===== src/common/itrp_pkg.sv =====
package itrp_pkg;

  // ==========================================================================
  // Target address layout
  // ==========================================================================
  localparam logic [2:0] ITRP_ADDR_HI     = 3'h4;
  localparam logic [1:0] ITRP_ADDR_LO     = 2'h3;
  localparam logic       ITRP_DIR_READ    = 1'b1;

  // Strap decode: direct tie, 56k pull-up, 200k pull-up, ground.
  localparam logic [1:0] ITRP_STRAP_TIE   = 2'h0;
  localparam logic [1:0] ITRP_STRAP_56K   = 2'h1;
  localparam logic [1:0] ITRP_STRAP_200K  = 2'h2;
  localparam logic [1:0] ITRP_STRAP_GND   = 2'h3;

  // ==========================================================================
  // Register space
  // ==========================================================================
  localparam logic [7:0] ITRP_UNDEF_DATA  = 8'hFF;
  localparam logic [7:0] ITRP_OFFS_RESET  = 8'h00;
  localparam logic [7:0] ITRP_MAP_LAST    = 8'h16;
  localparam logic [3:0] ITRP_BIT_LAST    = 4'h7;
  localparam logic [3:0] ITRP_BIT_ACK     = 4'h8;

  typedef enum logic [2:0] {
    ITRP_IDLE   = 3'b000,
    ITRP_ADDR   = 3'b001,
    ITRP_OFFS   = 3'b011,
    ITRP_WDATA  = 3'b010,
    ITRP_RDATA  = 3'b110,
    ITRP_IGNORE = 3'b111
  } itrp_state_e;

endpackage


===== src/common/itrp_sync_if.sv =====
`timescale 1ns/1ps
interface itrp_sync_if;
  logic [1:0] raw;
  logic [1:0] sync;
  modport sync_side (input raw, output sync);
  modport user_side (output raw, input sync);
endinterface


===== src/core/itrp_sync.sv =====
`timescale 1ns/1ps
module itrp_sync (
  input  wire logic        clk_i,
  input  wire logic        nrst_i,
  itrp_sync_if.sync_side   bus
);

  // Two flops per line; the first stage feeds only the second.
  logic [1:0] meta_ff;
  logic [1:0] sync_ff;

  always_ff @(posedge clk_i or negedge nrst_i) begin
    if (!nrst_i) begin
      meta_ff <= 2'h3;
      sync_ff <= 2'h3;
    end else begin
      meta_ff <= bus.raw;
      sync_ff <= meta_ff;
    end
  end

  assign bus.sync = sync_ff;

endmodule


===== src/core/itrp_target.sv =====
`timescale 1ns/1ps
module itrp_target
  import itrp_pkg::*;
(
  input  wire logic       clk_i,
  input  wire logic       nrst_i,
  input  wire logic [1:0] addr_strap_i,
  input  wire logic       scl_i,
  input  wire logic       sda_i,
  output logic            sda_o,
  output logic            sda_oe_o,
  output logic            wr_stb_o,
  output logic [7:0]      wr_offs_o,
  output logic [7:0]      wr_data_o,
  output logic [7:0]      rd_offs_o,
  input  wire logic [7:0] rd_data_i,
  output logic [6:0]      own_addr_o
);

  // ==========================================================================
  // Pin synchronisation and edge detection
  // ==========================================================================
  itrp_sync_if pins ();
  assign pins.raw = {scl_i, sda_i};

  itrp_sync u_sync (
    .clk_i  (clk_i),
    .nrst_i (nrst_i),
    .bus    (pins)
  );

  logic       scl_d_ff;
  logic       sda_d_ff;
  logic       scl_s;
  logic       sda_s;
  logic       scl_rise;
  logic       scl_fall;
  logic       start_det;
  logic       stop_det;

  assign scl_s     = pins.sync[1];
  assign sda_s     = pins.sync[0];
  assign scl_rise  = scl_s & ~scl_d_ff;
  assign scl_fall  = ~scl_s & scl_d_ff;
  assign start_det = scl_s & scl_d_ff & sda_d_ff & ~sda_s;
  assign stop_det  = scl_s & scl_d_ff & ~sda_d_ff & sda_s;

  always_ff @(posedge clk_i or negedge nrst_i) begin
    if (!nrst_i) begin
      scl_d_ff <= 1'b1;
      sda_d_ff <= 1'b1;
    end else begin
      scl_d_ff <= scl_s;
      sda_d_ff <= sda_s;
    end
  end

  // ==========================================================================
  // Strap capture
  // ==========================================================================
  // The strap is sampled by a clock after reset release, never inside reset.
  logic strap_done_ff;

  always_ff @(posedge clk_i or negedge nrst_i) begin
    if (!nrst_i) begin
      strap_done_ff <= 1'b0;
      own_addr_o    <= {ITRP_ADDR_HI, ITRP_STRAP_TIE, ITRP_ADDR_LO};
    end else if (!strap_done_ff) begin
      strap_done_ff <= 1'b1;
      own_addr_o    <= {ITRP_ADDR_HI, addr_strap_i, ITRP_ADDR_LO};
    end
  end

  // ==========================================================================
  // Byte engine
  // ==========================================================================
  itrp_state_e state_ff;
  logic [3:0]  bit_ff;
  logic [7:0]  shift_ff;
  logic [7:0]  offs_ff;
  logic        ack_slot;
  logic        addr_match;

  // Bit counter 0..7 are data bits, 8 is the acknowledge slot.
  // A START parks the counter at all ones, so the falling edge that closes the
  // START wraps it to zero instead of being counted as the end of a bit.
  assign ack_slot   = (bit_ff == ITRP_BIT_ACK);
  assign addr_match = (shift_ff[7:1] == own_addr_o);

  always_ff @(posedge clk_i or negedge nrst_i) begin
    if (!nrst_i) begin
      bit_ff <= 4'h0;
    end else if (start_det || stop_det) begin
      bit_ff <= 4'hF;
    end else if (scl_fall && state_ff != ITRP_IDLE && state_ff != ITRP_IGNORE) begin
      bit_ff <= ack_slot ? 4'h0 : bit_ff + 4'h1;
    end
  end

  always_ff @(posedge clk_i or negedge nrst_i) begin
    if (!nrst_i) begin
      shift_ff <= 8'h00;
    end else if (scl_rise && !ack_slot) begin
      shift_ff <= {shift_ff[6:0], sda_s};
    end
  end

  // Decisions are taken on the falling edge that ends the eighth bit, so the
  // new state already governs the ninth clock that carries the acknowledge.
  always_ff @(posedge clk_i or negedge nrst_i) begin
    if (!nrst_i) begin
      state_ff <= ITRP_IDLE;
    end else if (stop_det) begin
      state_ff <= ITRP_IDLE;
    end else if (start_det) begin
      state_ff <= ITRP_ADDR;
    end else if (scl_fall && bit_ff == ITRP_BIT_LAST) begin
      unique case (state_ff)
        ITRP_ADDR: begin
          if (!addr_match) begin
            state_ff <= ITRP_IGNORE;
          end else if (shift_ff[0] == ITRP_DIR_READ) begin
            state_ff <= ITRP_RDATA;
          end else begin
            state_ff <= ITRP_OFFS;
          end
        end
        ITRP_OFFS: begin
          state_ff <= ITRP_WDATA;
        end
        default: state_ff <= state_ff;
      endcase
    end else if (scl_rise && ack_slot && state_ff == ITRP_RDATA && sda_s) begin
      state_ff <= ITRP_IGNORE;
    end
  end

  // ==========================================================================
  // Offset counter and register port
  // ==========================================================================
  // Writes outside the map raise no strobe and reads there return 0xFF from
  // here, so the acknowledge never depends on the map.
  logic [7:0] rd_byte;
  assign rd_byte = (offs_ff > ITRP_MAP_LAST) ? ITRP_UNDEF_DATA : rd_data_i;

  always_ff @(posedge clk_i or negedge nrst_i) begin
    if (!nrst_i) begin
      offs_ff   <= ITRP_OFFS_RESET;
      wr_stb_o  <= 1'b0;
      wr_offs_o <= ITRP_OFFS_RESET;
      wr_data_o <= 8'h00;
    end else begin
      wr_stb_o <= 1'b0;
      if (scl_fall && bit_ff == ITRP_BIT_LAST) begin
        if (state_ff == ITRP_OFFS) begin
          offs_ff <= shift_ff;
        end else if (state_ff == ITRP_WDATA) begin
          wr_stb_o  <= (offs_ff <= ITRP_MAP_LAST);
          wr_offs_o <= offs_ff;
          wr_data_o <= shift_ff;
          offs_ff   <= offs_ff + 8'h01;
        end
      end else if (scl_fall && ack_slot && state_ff == ITRP_RDATA) begin
        offs_ff <= offs_ff + 8'h01;
      end
    end
  end

  always_ff @(posedge clk_i or negedge nrst_i) begin
    if (!nrst_i) begin
      rd_offs_o <= ITRP_OFFS_RESET;
    end else begin
      rd_offs_o <= offs_ff;
    end
  end

  // ==========================================================================
  // Data line driver
  // ==========================================================================
  // Only the data line is ever driven; there is no clock output at all.
  logic [7:0] rd_shift_ff;

  always_ff @(posedge clk_i or negedge nrst_i) begin
    if (!nrst_i) begin
      sda_o       <= 1'b0;
      sda_oe_o    <= 1'b0;
      rd_shift_ff <= 8'h00;
    end else if (start_det || stop_det) begin
      sda_oe_o <= 1'b0;
      sda_o    <= 1'b0;
    end else if (scl_fall) begin
      sda_o <= 1'b0;
      if (bit_ff == ITRP_BIT_LAST && state_ff == ITRP_ADDR && addr_match) begin
        sda_oe_o <= 1'b1;
        if (shift_ff[0] == ITRP_DIR_READ) begin
          rd_shift_ff <= rd_byte;
        end
      end else if (bit_ff == ITRP_BIT_LAST && (state_ff == ITRP_OFFS || state_ff == ITRP_WDATA)) begin
        sda_oe_o <= 1'b1;
      end else if (state_ff == ITRP_RDATA && !(bit_ff == ITRP_BIT_LAST)) begin
        sda_oe_o    <= ~rd_shift_ff[7];
        rd_shift_ff <= {rd_shift_ff[6:0], 1'b1};
        if (ack_slot) begin
          sda_oe_o    <= ~rd_byte[7];
          rd_shift_ff <= {rd_byte[6:0], 1'b1};
        end
      end else begin
        sda_oe_o <= 1'b0;
      end
    end
  end

endmodule


===== config.mk =====
export PLATFORM = sky130hd
export DESIGN_NAME = itrp_target
export DESIGN_NICKNAME = d
export VERILOG_FILES = /design/src/common/itrp_pkg.sv /design/src/common/itrp_sync_if.sv /design/src/core/itrp_sync.sv /design/src/core/itrp_target.sv
export SDC_FILE = /design/constraint.sdc
export NUM_CORES = 1
export LEC_CHECK = 0
export ABC_AREA = 1
export BUFFER_PORTS_ARGS = -buffer_cell sky130_fd_sc_hd__buf_2
export CAP_MARGIN = 20
export CORE_MARGIN = 3
export CORE_UTILIZATION = 55
export DETAILED_ROUTE_END_ITERATION = 8
export GPL_TIMING_DRIVEN = 1
export PLACE_DENSITY = 0.82
export SYNTH_ARGS = -nofsm -noshare
export SYNTH_HDL_FRONTEND = slang
export SYNTH_SLANG_ARGS = --single-unit

===== constraint.sdc =====
create_clock -name clk_i -period 1.9 [get_ports clk_i]
set_input_delay 0.19 -clock clk_i [delete_from_list [all_inputs] [get_ports clk_i]]
set_output_delay 0.19 -clock clk_i [all_outputs]
set_load 0.005 [all_outputs]

==> results by group, run 1 <==
Power and ir drop
  – Worst VDD drop: 0.679 mV
  – Pwr dens: approximately 980 mW/mm²
  – Internal power: 0.00263 W
  – Static Leak: roughly 1.9 nW
  – Sw power: between 0.001 and 0.0015 W
  – Combinational Power Share: 19.7%
  – Switching part of the total: approximately 30%
  – Clock network fraction of total power: 33.1%
  – Seq pwr share: approximately 47%

Drt
  – Total number of vias: about 2,600
  – DR iter-0 viols: approximately 200
  – Pre-antenna DRT Iters: 4
  – ANT nets after route: 0
  – DR WL/cell: around 13 µm
  – Final wirelength: approximately 6500 µm
  – DRC viols: 0
  – Via/cell ratio: 5.19

STA
  – Fin. Hold Viols: 0
  – Pins over their slew limit: 0
  – Fmax: 589 MHz
  – RSZ-0062 raised after global routing: false
  – Tcrit/Tclk final: between 80% and 90%
  – Clk_skew: 0.00461 ns
  – Number of setup violations in the final report: 0
  – Worst slew pin tran: 0.518 ns
  – Post-Route Setup TNS: 0 ns
  – Tmin final: 1.70 ns
  – Worst rel slew slack: 65.5%

Placed design
  – Post-DP HPWL: 4670 µm
  – DP Area: 0.00364 mm²
  – Last weighted congestion value of the routability-driven placer: roughly 0.86
  – Count of input and output buffers: 41

Worst hold path
  – HP Class: in -> reg

Logic synthesis
  – Synth Area in Simple Gates: 26.9%
  – Mapped Cells: 367
  – Post-Synth XOR/XNOR Area: 0.777%
  – Share of the synthesized area in the top cell type: between 40 and 50%
  – EDFF count, synth: 0
  – Synth Area in Compound Gates: 12.9%
  – Synthesized area: 0.00338 mm²
  – Synthesized area per cell: 9.22 µm²
  – Largest family of logic cells by synthesized area: simple AND/OR/NAND/NOR gates
  – Yosys cell types: 39
  – Post-synthesis sequential area ratio: 49.0%
  – Synth warnings: 0
  – Top cells by area, synth: dfrtp_1, nand2_1, o21ai_2, dfstp_2, nand3_1
  – Post-Synth Adder-Cell Area: 1.48%
  – Mux cell area share after synthesis: less than 1%
  – Biggest area consumer among synthesized cells: dfrtp_1
  – Post-synth top flop: dfrtp_1
  – Top-count cell post-synth: nand2_1
  – FF+latch count, synth: 66
  – Share of async-settable or async-resettable flops after synthesis: between 90% and 100%
  – Most common library cells after synthesis: nand2_1, dfrtp_1, inv_1, nand3_1

Critical path
  – CP Launch Type: register
  – Critical Path RT: 2.14 ns
  – CP Class: reg -> reg
  – CP Capture Type: register
  – WP data arrival: 1.94 ns
  – Worst-path fanout max: 16
  – Worst reg2reg setup slack: approximately 0.2 ns

GRT
  – Largest net degree at the start of global routing: 45
  – Initial antenna violation count: 0
  – Tot GR Track Use: 20.4%
  – Global-route wire length before repair: roughly 12,000 µm
  – Vias in the first global route: between 2,000 and 3,000
  – Global route overflow: 0

Floorplan
  – Row cnt: 27
  – Die Area: 0.00713 mm²
  – Core box area: approximately 0.0057 mm²
  – Starting density of the core: between 50% and 60%
  – I/O pin count: 48
  – Chip Height: 84.4 µm
  – DIE WIDTH: 84.4 µm

Run status
  – Run status: complete, no violations

CTS
  – Clock buffer depth: 2
  – Sink Count: 66
  – Clock tree from TritonCTS: built
  – Clock slew at reported path FFs: 0.07 ns
  – CTS H-Tree Depth: 3
  – Worst-Skew Late Latency: 0.34 ns
  – Post-CTS setup buffers: 0
  – CTS root buffer: clkbuf_8
  – Cts bufs inserted: 9

Finish
  – Number of nets in the layout: between 400 and 500
  – Share of cells above drive strength 1: 33.9%
  – N_diodes: 0
  – Post-Route Utilization: 67.9%
  – Area Overhead vs Synth: 15.2%
  – Design area: between 0.003 and 0.004 mm²

Flow run
  – MaxCap Viol Count: 0
## sequential cells by signal (all words and copies together), names as in the netlist, 2 cells and up
| signal | count |
|---|---|
| rd_offs_o | 8 |
| shift_ff | 8 |
| u_sync.bus.sync | 2 |
| rd_shift_ff | 8 |
| bit_ff | 4 |
| u_sync.meta_ff | 2 |
| wr_offs_o | 8 |
| wr_data_o | 8 |
| own_addr_o | 2 |
| offs_ff | 8 |
| state_ff | 3 |
## layer usage
metal | GRT usage [%] | vias to the layer above | share of wire [%]
met5 | 0 | - | 0
met4 | 8.20 | 0 | 2.0
met3 | 7.36 | 12 | 5.3
met2 | 32.2 | 61 | 49
met1 | 25.7 | 1200 | 43
li1 | - | 1304 | -
## worst paths after layout
| check | startpoint | to | cells after the start |
|---|---|---|---|
| worst min register to register | u_sync.meta_ff[0] | u_sync.bus.sync[0] | 0 |
| worst min-delay path | addr_strap_i[1] | own_addr_o[3] | 2 |
| worst max-delay path | bit_ff[0] | rd_shift_ff[2] | 10 |
| max in group asynchronous | nrst_i | wr_offs_o[3] | 3 |
| min in group asynchronous | nrst_i | strap_done_ff | 2 |
| worst max register to register | bit_ff[0] | rd_shift_ff[2] | 10 |
## cells in the final DEF, fill, tap and decap left out, types with 7 or more instances in the layout
cell      count
a21oi_1      10
buf_2        41
clkbuf_8     13
conb_1        7
dfrtp_1      60
inv_1        28
inv_2        10
nand2_1      82
nand2_2      11
nand3_1      24
nand4_1      11
nor2_1       15
nor2_4        7
o21ai_1      22
o21ai_2      22
or2_2         7
## worst max-delay path, stage by stage, from the launching register on
cell	delay (ns)
dfrtp_1	0.41
inv_1	0.07
ha_1	0.20
nand2_1	0.13
nor2_4	0.06
buf_4	0.18
or2_2	0.28
nand3_1	0.08
nand2_1	0.06
nand2_1	0.08
nand2_1	0.05
## per-stage QoR
step	total power, W	hold WS (ns)	setup WS [ns]	std cells
after global placement	0.00253	0.195	0.290	478
after global routing	0.00406	0.0635	0.0446	497
after CTS	0.00385	0.0707	0.201	497
after detailed placement	0.00256	0.198	0.245	478
final	0.00381	0.0815	0.201	497
after floorplan	0.00236	-0.106	0.440	372
## final cells by class
class	instances	area, µm²
fill	464	1850
clock buffer	13	179
multi-input combinational	252	1460
sequential	66	1660
clock inverter	3	45.0
inverter	41	160
tap	72	90.1
timing repair buffer	50	305
## timing repair
action	CTS	global route
endpoints found under the hold margin	18	0
hold buffers	3	0
endpoints found under the setup margin	0	0
gates resized for setup	0	0
## kinds of logic (layout without fill, tap and decap cells)
logic type               Yosys count  count (layout)
AND/OR/NAND/NOR                  171             171
AO/OA/AOI/OAI                     66              66
flip-flops                        66              66
buffers and inverters             54             107
adder cells (fa/ha/maj)            4               4
XOR/XNOR                           3               3
other                              2               7
multiplexers                       1               1
## power groups by stage
stage	registers [W]	logic, W	clock network, W
after floorplan	0.00177	0.000584	0
after global placement	0.00181	0.000721	0
after detailed placement	0.00181	0.000748	0
after CTS	0.00179	0.000763	0.00129
after global routing	0.00182	0.000868	0.00137
final	0.00180	0.000751	0.00126
Note: power is estimated with default switching activity, not from simulation.
==> run 2, diff against run 1 <==
--- a/config.mk
+++ b/config.mk
@@ -13,6 +13,7 @@
 export DETAILED_ROUTE_END_ITERATION = 8
 export GPL_TIMING_DRIVEN = 1
 export PLACE_DENSITY = 0.82
+export RECOVER_POWER = 50
 export SYNTH_ARGS = -nofsm -noshare
 export SYNTH_HDL_FRONTEND = slang
 export SYNTH_SLANG_ARGS = --single-unit
==> run 2 against run 1 <==
Effect of this change:
- register-to-register slack hardly changed
- die area stayed put
- critical endpoint unchanged
- routed wire length is 0.31% higher
- final area is 0.32% lower
- critical path type unchanged
- first-iteration DRC count is 5.0% lower
- combinational power hardly changed
- final cell count stayed put
- sequential cell count stayed put
==> results by group, run 2 (synthesis gave the netlist of run 1 again) <==
GRT
  – Largest net degree at the start of global routing: 45 (unchanged)
  – Initial antenna violation count: 0 (unchanged)
  – Vias in the first global route: 2,549 (unchanged)
  – Global-route wire length before repair: 11,600 µm (unchanged)
  – Global route overflow: 0 (unchanged)
  – Tot GR Track Use: 20.4% (unchanged)

CTS
  – Clock slew at reported path FFs: 0.07 ns (about the same)
  – Sink Count: 66 (unchanged)
  – Cts bufs inserted: 9 (unchanged)
  – Post-CTS setup buffers: 0 (unchanged)
  – CTS root buffer: clkbuf_8
  – Clock buffer depth: 2 (unchanged)
  – Worst-Skew Late Latency: 0.34 ns (about the same)
  – Clock tree from TritonCTS: built
  – CTS H-Tree Depth: 3 (unchanged)

STA
  – Tmin final: 1.69 ns (-0.00433 ns)
  – Worst hold slack: 0.0814 ns (-0.000113 ns)
  – Number of setup violations in the final report: 0 (unchanged)
  – RSZ-0062 raised after global routing: false
  – Fin. Hold Viols: 0 (unchanged)
  – Worst slew pin tran: 1.20 ns (+0.677 ns)
  – Pins over their slew limit: 0 (unchanged)
  – Tcrit/Tclk final: 89.2% (-0.23 points)
  – Post-Route Setup TNS: 0 ns (unchanged)
  – Worst rel slew slack: 20.3% (-45 points)
  – Clk_skew: 0.00687 ns (+0.00226 ns)
  – Final worst slack: 0.205 ns (+0.00433 ns)
  – Fmax: 590 MHz (+0.26%)

Power and ir drop
  – Pwr dens: 981 mW/mm² (+0.31%)
  – Worst VDD drop: 0.678 mV (about the same)
  – Static Leak: 1.88 nW (-0.85%)

Critical path
  – Critical Path RT: 2.14 ns (about the same)
  – CP Class: reg -> reg
  – WP data arrival: 1.93 ns (about the same)
  – Worst-path fanout max: 16 (unchanged)
  – CP Capture Type: register
  – CP Launch Type: register

Flow run
  – MaxCap Viol Count: 0 (unchanged)

Drt
  – Final wirelength: 6530 µm (+0.31%)
  – Via/cell ratio: 5.19 (about the same)
  – Total number of vias: 2,578 (+0.039%)
  – DR iter-0 viols: 192 (-5.0%)
  – DRC viols: 0 (unchanged)
  – Pre-antenna DRT Iters: 4 (unchanged)
  – ANT nets after route: 0 (unchanged)
  – DR WL/cell: 13.1 µm (+0.31%)

Floorplan
  – Chip Height: 84.4 µm (unchanged)
  – Starting density of the core: 58.9% (unchanged)
  – I/O pin count: 48 (unchanged)
  – Core box area: 0.00574 mm² (unchanged)
  – Row cnt: 27 (unchanged)
  – DIE WIDTH: 84.4 µm (unchanged)
  – Die Area: 0.00713 mm² (unchanged)

Placed design
  – Last weighted congestion value of the routability-driven placer: 0.862 (unchanged)
  – Post-DP HPWL: 4670 µm (unchanged)
  – DP Worst Slack: 0.245 ns (unchanged)
  – Count of input and output buffers: 41 (unchanged)

Finish
  – Area Overhead vs Synth: 14.8%
  – N_diodes: 0 (unchanged)
  – Post-Route Utilization: 67.6% (-0.22 points)
  – Most common cell after layout, fill and taps aside: nand2_1
  – Number of nets in the layout: 438 (unchanged)
  – Commonest non-fill, non-tap cells in the layout: nand2_1, dfrtp_1, buf_2
  – Fillers: 466 (+0.43%)
  – Share of cells above drive strength 1: 32.7% (-1.2 points)

Run status
  – Run status: complete, no violations

Worst hold path
  – HP Class: in -> reg
-- run 2: area by class of cell --
class                      count  area, µm²  share of cell area (%)
timing repair buffer          50        293                    7.54
sequential                    66       1660                    42.7
clock inverter                 3       45.0                    1.16
tap                           72       90.1                    2.32
inverter                      41        160                    4.12
clock buffer                  13        179                    4.61
multi-input combinational    252       1460                    37.6
-- run 2: worst paths after layout --
| kind | from | slack, ns | depth (start not counted) | to |
|---|---|---|---|---|
| min in group asynchronous | nrst_i | 0.61 | 2 | strap_done_ff |
| max in group asynchronous | nrst_i | 0.32 | 3 | rd_offs_o[3] |
| worst max register to register | bit_ff[0] | 0.21 | 10 | rd_shift_ff[2] |
| worst min-delay path | addr_strap_i[1] | 0.08 | 2 | own_addr_o[3] |
| worst max-delay path | bit_ff[0] | 0.21 | 10 | rd_shift_ff[2] |
| worst min register to register | u_sync.meta_ff[0] | 0.36 | 0 | u_sync.bus.sync[0] |
-- run 2: layer usage --
| layer | global-route usage, % | wire [µm] | vias to the layer above |
|---|---|---|---|
| met3 | 7.36 | 335 | 10 |
| li1 | - | - | 1304 |
| met4 | 8.20 | 112 | 0 |
| met2 | 32.2 | 3250 | 57 |
| met1 | 25.7 | 2830 | 1207 |
| met5 | 0 | 0 | - |
-- run 2: report_power, final --
part           internal (W)  switching, W  total (W)
registers           0.00160      0.000196    0.00179
clock network      0.000749      0.000519    0.00127
logic              0.000282      0.000466   0.000748
total               0.00263       0.00118    0.00381
-- run 2: repair_timing --
item	CTS	global route
hold buffers	3	0
hold endpoints to repair	18	0
gates resized for setup	0	0
-- run 2: critical path, stage by stage (launching register included) --
cell	delay, ns
dfrtp_1	0.41
inv_1	0.07
ha_1	0.20
nand2_1	0.13
nor2_4	0.06
buf_4	0.18
or2_2	0.28
nand3_1	0.08
nand2_1	0.06
nand2_1	0.08
nand2_1	0.05
-- run 2: through the flow --
stage	instance area (µm²)	instances	power, W
6_report	3880	497	0.00381
5_1_grt	3880	497	0.00406
4_1_cts	3900	497	0.00385
3_5_place_dp	3640	478	0.00256
3_3_place_gp	3640	478	0.00253
2_1_floorplan	3400	372	0.00236
==> run 3, diff against run 2 <==
--- a/config.mk
+++ b/config.mk
@@ -9,10 +9,10 @@
 export BUFFER_PORTS_ARGS = -buffer_cell sky130_fd_sc_hd__buf_2
 export CAP_MARGIN = 20
 export CORE_MARGIN = 3
-export CORE_UTILIZATION = 55
+export CORE_UTILIZATION = 35
 export DETAILED_ROUTE_END_ITERATION = 8
 export GPL_TIMING_DRIVEN = 1
-export PLACE_DENSITY = 0.82
+export PLACE_DENSITY = 0.58
 export RECOVER_POWER = 50
 export SYNTH_ARGS = -nofsm -noshare
 export SYNTH_HDL_FRONTEND = slang
==> run 3 against run 2 <==
Effect of this change:
- clock-buffer cell count fell by 1
- final area up 1.1%
- fmax is 1.0% lower
- sequential cell count stayed put
- sequential share of layout area shrank 0.46 points
- highest routed layer unchanged
- global-route usage down 6.8 points
- power is 4.1% lower
- via count shrank 1.4%
- clock power decreased by 13%
- register-to-register slack lost 0.02 ns
- routed wire length increased by 5.7%
==> results by group, run 3 (synthesis gave the netlist of run 1 again) <==
Placed design
  – DP Area: 0.00371 mm² (+2.0%)
  – Count of input and output buffers: 41 (unchanged)
  – Post-DP HPWL: 4920 µm (+5.4%)
  – DP Worst Slack: 0.216 ns (-0.0293 ns)
  – Last weighted congestion value of the routability-driven placer: 0.885 (+2.7%)

Power and ir drop
  – Pwr dens: 931 mW/mm² (-5.1%)
  – Static Leak: 1.87 nW (about the same)
  – Worst VDD drop: 0.369 mV (-46%)

Finish
  – Area Overhead vs Synth: 16.1%
  – Most common cell after layout, fill and taps aside: nand2_1
  – N_diodes: 0 (unchanged)
  – Share of cells above drive strength 1: 33.4% (+0.71 points)
  – Post-Route Utilization: 42.1% (-26 points)
  – Design area: 0.00393 mm² (+1.1%)
  – Number of nets in the layout: 438 (unchanged)
  – Commonest non-fill, non-tap cells in the layout: nand2_1, dfrtp_1, buf_2

Critical path
  – Largest delay share family, worst path: simple AND/OR/NAND/NOR gates
  – CP cell instances: ha_1, nand2_2, nor2_4, nand2_4, nor2_4, inv_2, o211ai_1, o21ai_1
  – Reg2Reg Depth: 8 (-2)
  – Worst flop-to-flop path endpoint: offs_ff[1]
  – Crit. path cell count: 8 (-2)
  – CP Buf/Inv Count: 1 (-1)
  – Worst reg2reg setup slack: 0.19 ns (-0.02 ns)
  – Worst-path fanout max: 9 (-7)
  – Worst Setup EP: offs_ff[1]
  – Reg2reg start: bit_ff[0]
  – CP peak stage delay: 0.42 ns (about the same)
  – CP Launch Type: register
  – Setup crit start: bit_ff[0]
  – Critical path's slowest cell: dfrtp_1
  – Critical Path RT: 2.12 ns (-0.02 ns)
  – WP data arrival: 1.93 ns (about the same)
  – CP Class: reg -> reg
  – CP dominant cell by count: nor2_4
  – CP Capture Type: register

CTS
  – Sink Count: 66 (unchanged)
  – Post-CTS setup buffers: 0 (unchanged)
  – CTS root buffer: clkbuf_8
  – Worst-Skew Late Latency: 0.34 ns (about the same)
  – Clock tree from TritonCTS: built
  – Cts bufs inserted: 9 (unchanged)
  – Clock slew at reported path FFs: 0.07 ns (about the same)
  – CTS H-Tree Depth: 3 (unchanged)
  – Clock buffer depth: 2 (unchanged)

Drt
  – DR WL/cell: 12.4 µm (-5.2%)
  – Final wirelength: 6900 µm (+5.7%)
  – Via/cell ratio: 4.59 (-12%)
  – DRC viols: 0 (unchanged)
  – Pre-antenna DRT Iters: 4 (unchanged)
  – ANT nets after route: 0 (unchanged)
  – DR iter-0 viols: 124 (-35%)
  – Total number of vias: 2,543 (-1.4%)

STA
  – Tmin final: 1.71 ns (+0.0178 ns)
  – Tcrit/Tclk final: 90.1% (+0.94 points)
  – Pins over their slew limit: 0 (unchanged)
  – Clk_skew: 0.00666 ns (-0.000204 ns)
  – Worst slew pin tran: 0.898 ns (-0.297 ns)
  – Final worst slack: 0.187 ns (-0.0178 ns)
  – Worst rel slew slack: 40.2% (+20 points)
  – Post-Route Setup TNS: 0 ns (unchanged)
  – RSZ-0062 raised after global routing: false
  – Number of setup violations in the final report: 0 (unchanged)
  – Fin. Hold Viols: 0 (unchanged)
  – Fmax: 584 MHz (-1.0%)
  – Worst hold slack: 0.0758 ns (-0.00556 ns)

GRT
  – Met3 Use GR: 4.28% (-3.1 points)
  – Tot GR Track Use: 13.6% (-6.8 points)
  – Global route overflow: 0 (unchanged)
  – Initial antenna violation count: 0 (unchanged)
  – Met1 Use GR: 17.7% (-8.1 points)
  – Global-route wire length before repair: 12,000 µm (+3.4%)
  – Largest net degree at the start of global routing: 67 (+49%)
  – Vias in the first global route: 2,516 (-1.3%)
  – GR Layer Usage met2: 21.5% (-11 points)
  – GR peak layer: met2

Floorplan
  – Starting density of the core: 36.3% (-23 points)
  – DIE WIDTH: 104 µm (+24%)
  – Row cnt: 35 (+30%)
  – I/O pin count: 48 (unchanged)
  – Core box area: 0.00933 mm² (+62%)
  – Chip Height: 104 µm (+24%)
  – Die Area: 0.0109 mm² (+53%)

Flow run
  – MaxCap Viol Count: 0 (unchanged)

Worst hold path
  – HP Class: in -> reg

Run status
  – Run status: complete, no violations
-- run 3: changes by cell type in the layout (fill, tap and decap cells not counted) --
cell       previous run  this run
bufinv_16             1         0
clkbuf_1              3         0
nand2_4               2         3
clkinv_2              1         3
buf_6                 1         0
nand2_2              11        10
buf_2                38        41
clkbuf_8             13        12
clkbuf_4              0         1
-- run 3: where the power goes --
part	internal (W)	switching [W]
Sequential	0.00160	0.000201
Combinational	0.000280	0.000470
Clock	0.000576	0.000532
-- run 3: through the flow --
step | cells | power [W]
after floorplan | 372 | 0.00236
after global placement | 535 | 0.00256
after detailed placement | 535 | 0.00258
after CTS | 554 | 0.00371
after global routing | 554 | 0.00391
final | 554 | 0.00366
-- run 3: final cells by class --
type,count,area (µm²)
Fill cell,909,5400
Multi-Input combinational cell,252,1460
Timing Repair Buffer,50,293
Tap cell,129,161
Clock buffer,12,165
Clock inverter,4,25.0
Inverter,41,160
Sequential cell,66,1660
-- run 3: worst min path at each step --
stage | from | cells past startpoint | slack, ns | to
global placement | nrst_i | 2 | 0.23 | rd_shift_ff[3]
detailed placement | nrst_i | 2 | 0.24 | rd_shift_ff[1]
global route | addr_strap_i[1] | 2 | 0.06 | own_addr_o[3]
floorplan | nrst_i | 0 | -0.11 | bit_ff[0]
CTS | addr_strap_i[1] | 2 | 0.06 | own_addr_o[3]
finish | addr_strap_i[1] | 2 | 0.08 | own_addr_o[3]
-- run 3: worst reg2reg max path, cell delays in order, from the launching register on --
cell and delay (ns):
dfrtp_1 0.42, ha_1 0.25, nand2_2 0.10, nor2_4 0.12
nand2_4 0.08, nor2_4 0.22, inv_2 0.15, o211ai_1 0.18
o21ai_1 0.09
-- run 3: what timing repair did --
action / CTS / global route
endpoints found under the hold margin: 62 / 0
endpoints found under the setup margin: 0 / 2
hold buffers: 3 / 0
resized for setup: 0 / 1
-- run 3: layer usage --
metal	vias up	share of wire (%)	wire length, µm
li1	1306	-	-
met1	1189	47	3240
met2	41	48	3280
met3	7	4.1	283
met4	0	1.2	84
met5	-	0	0
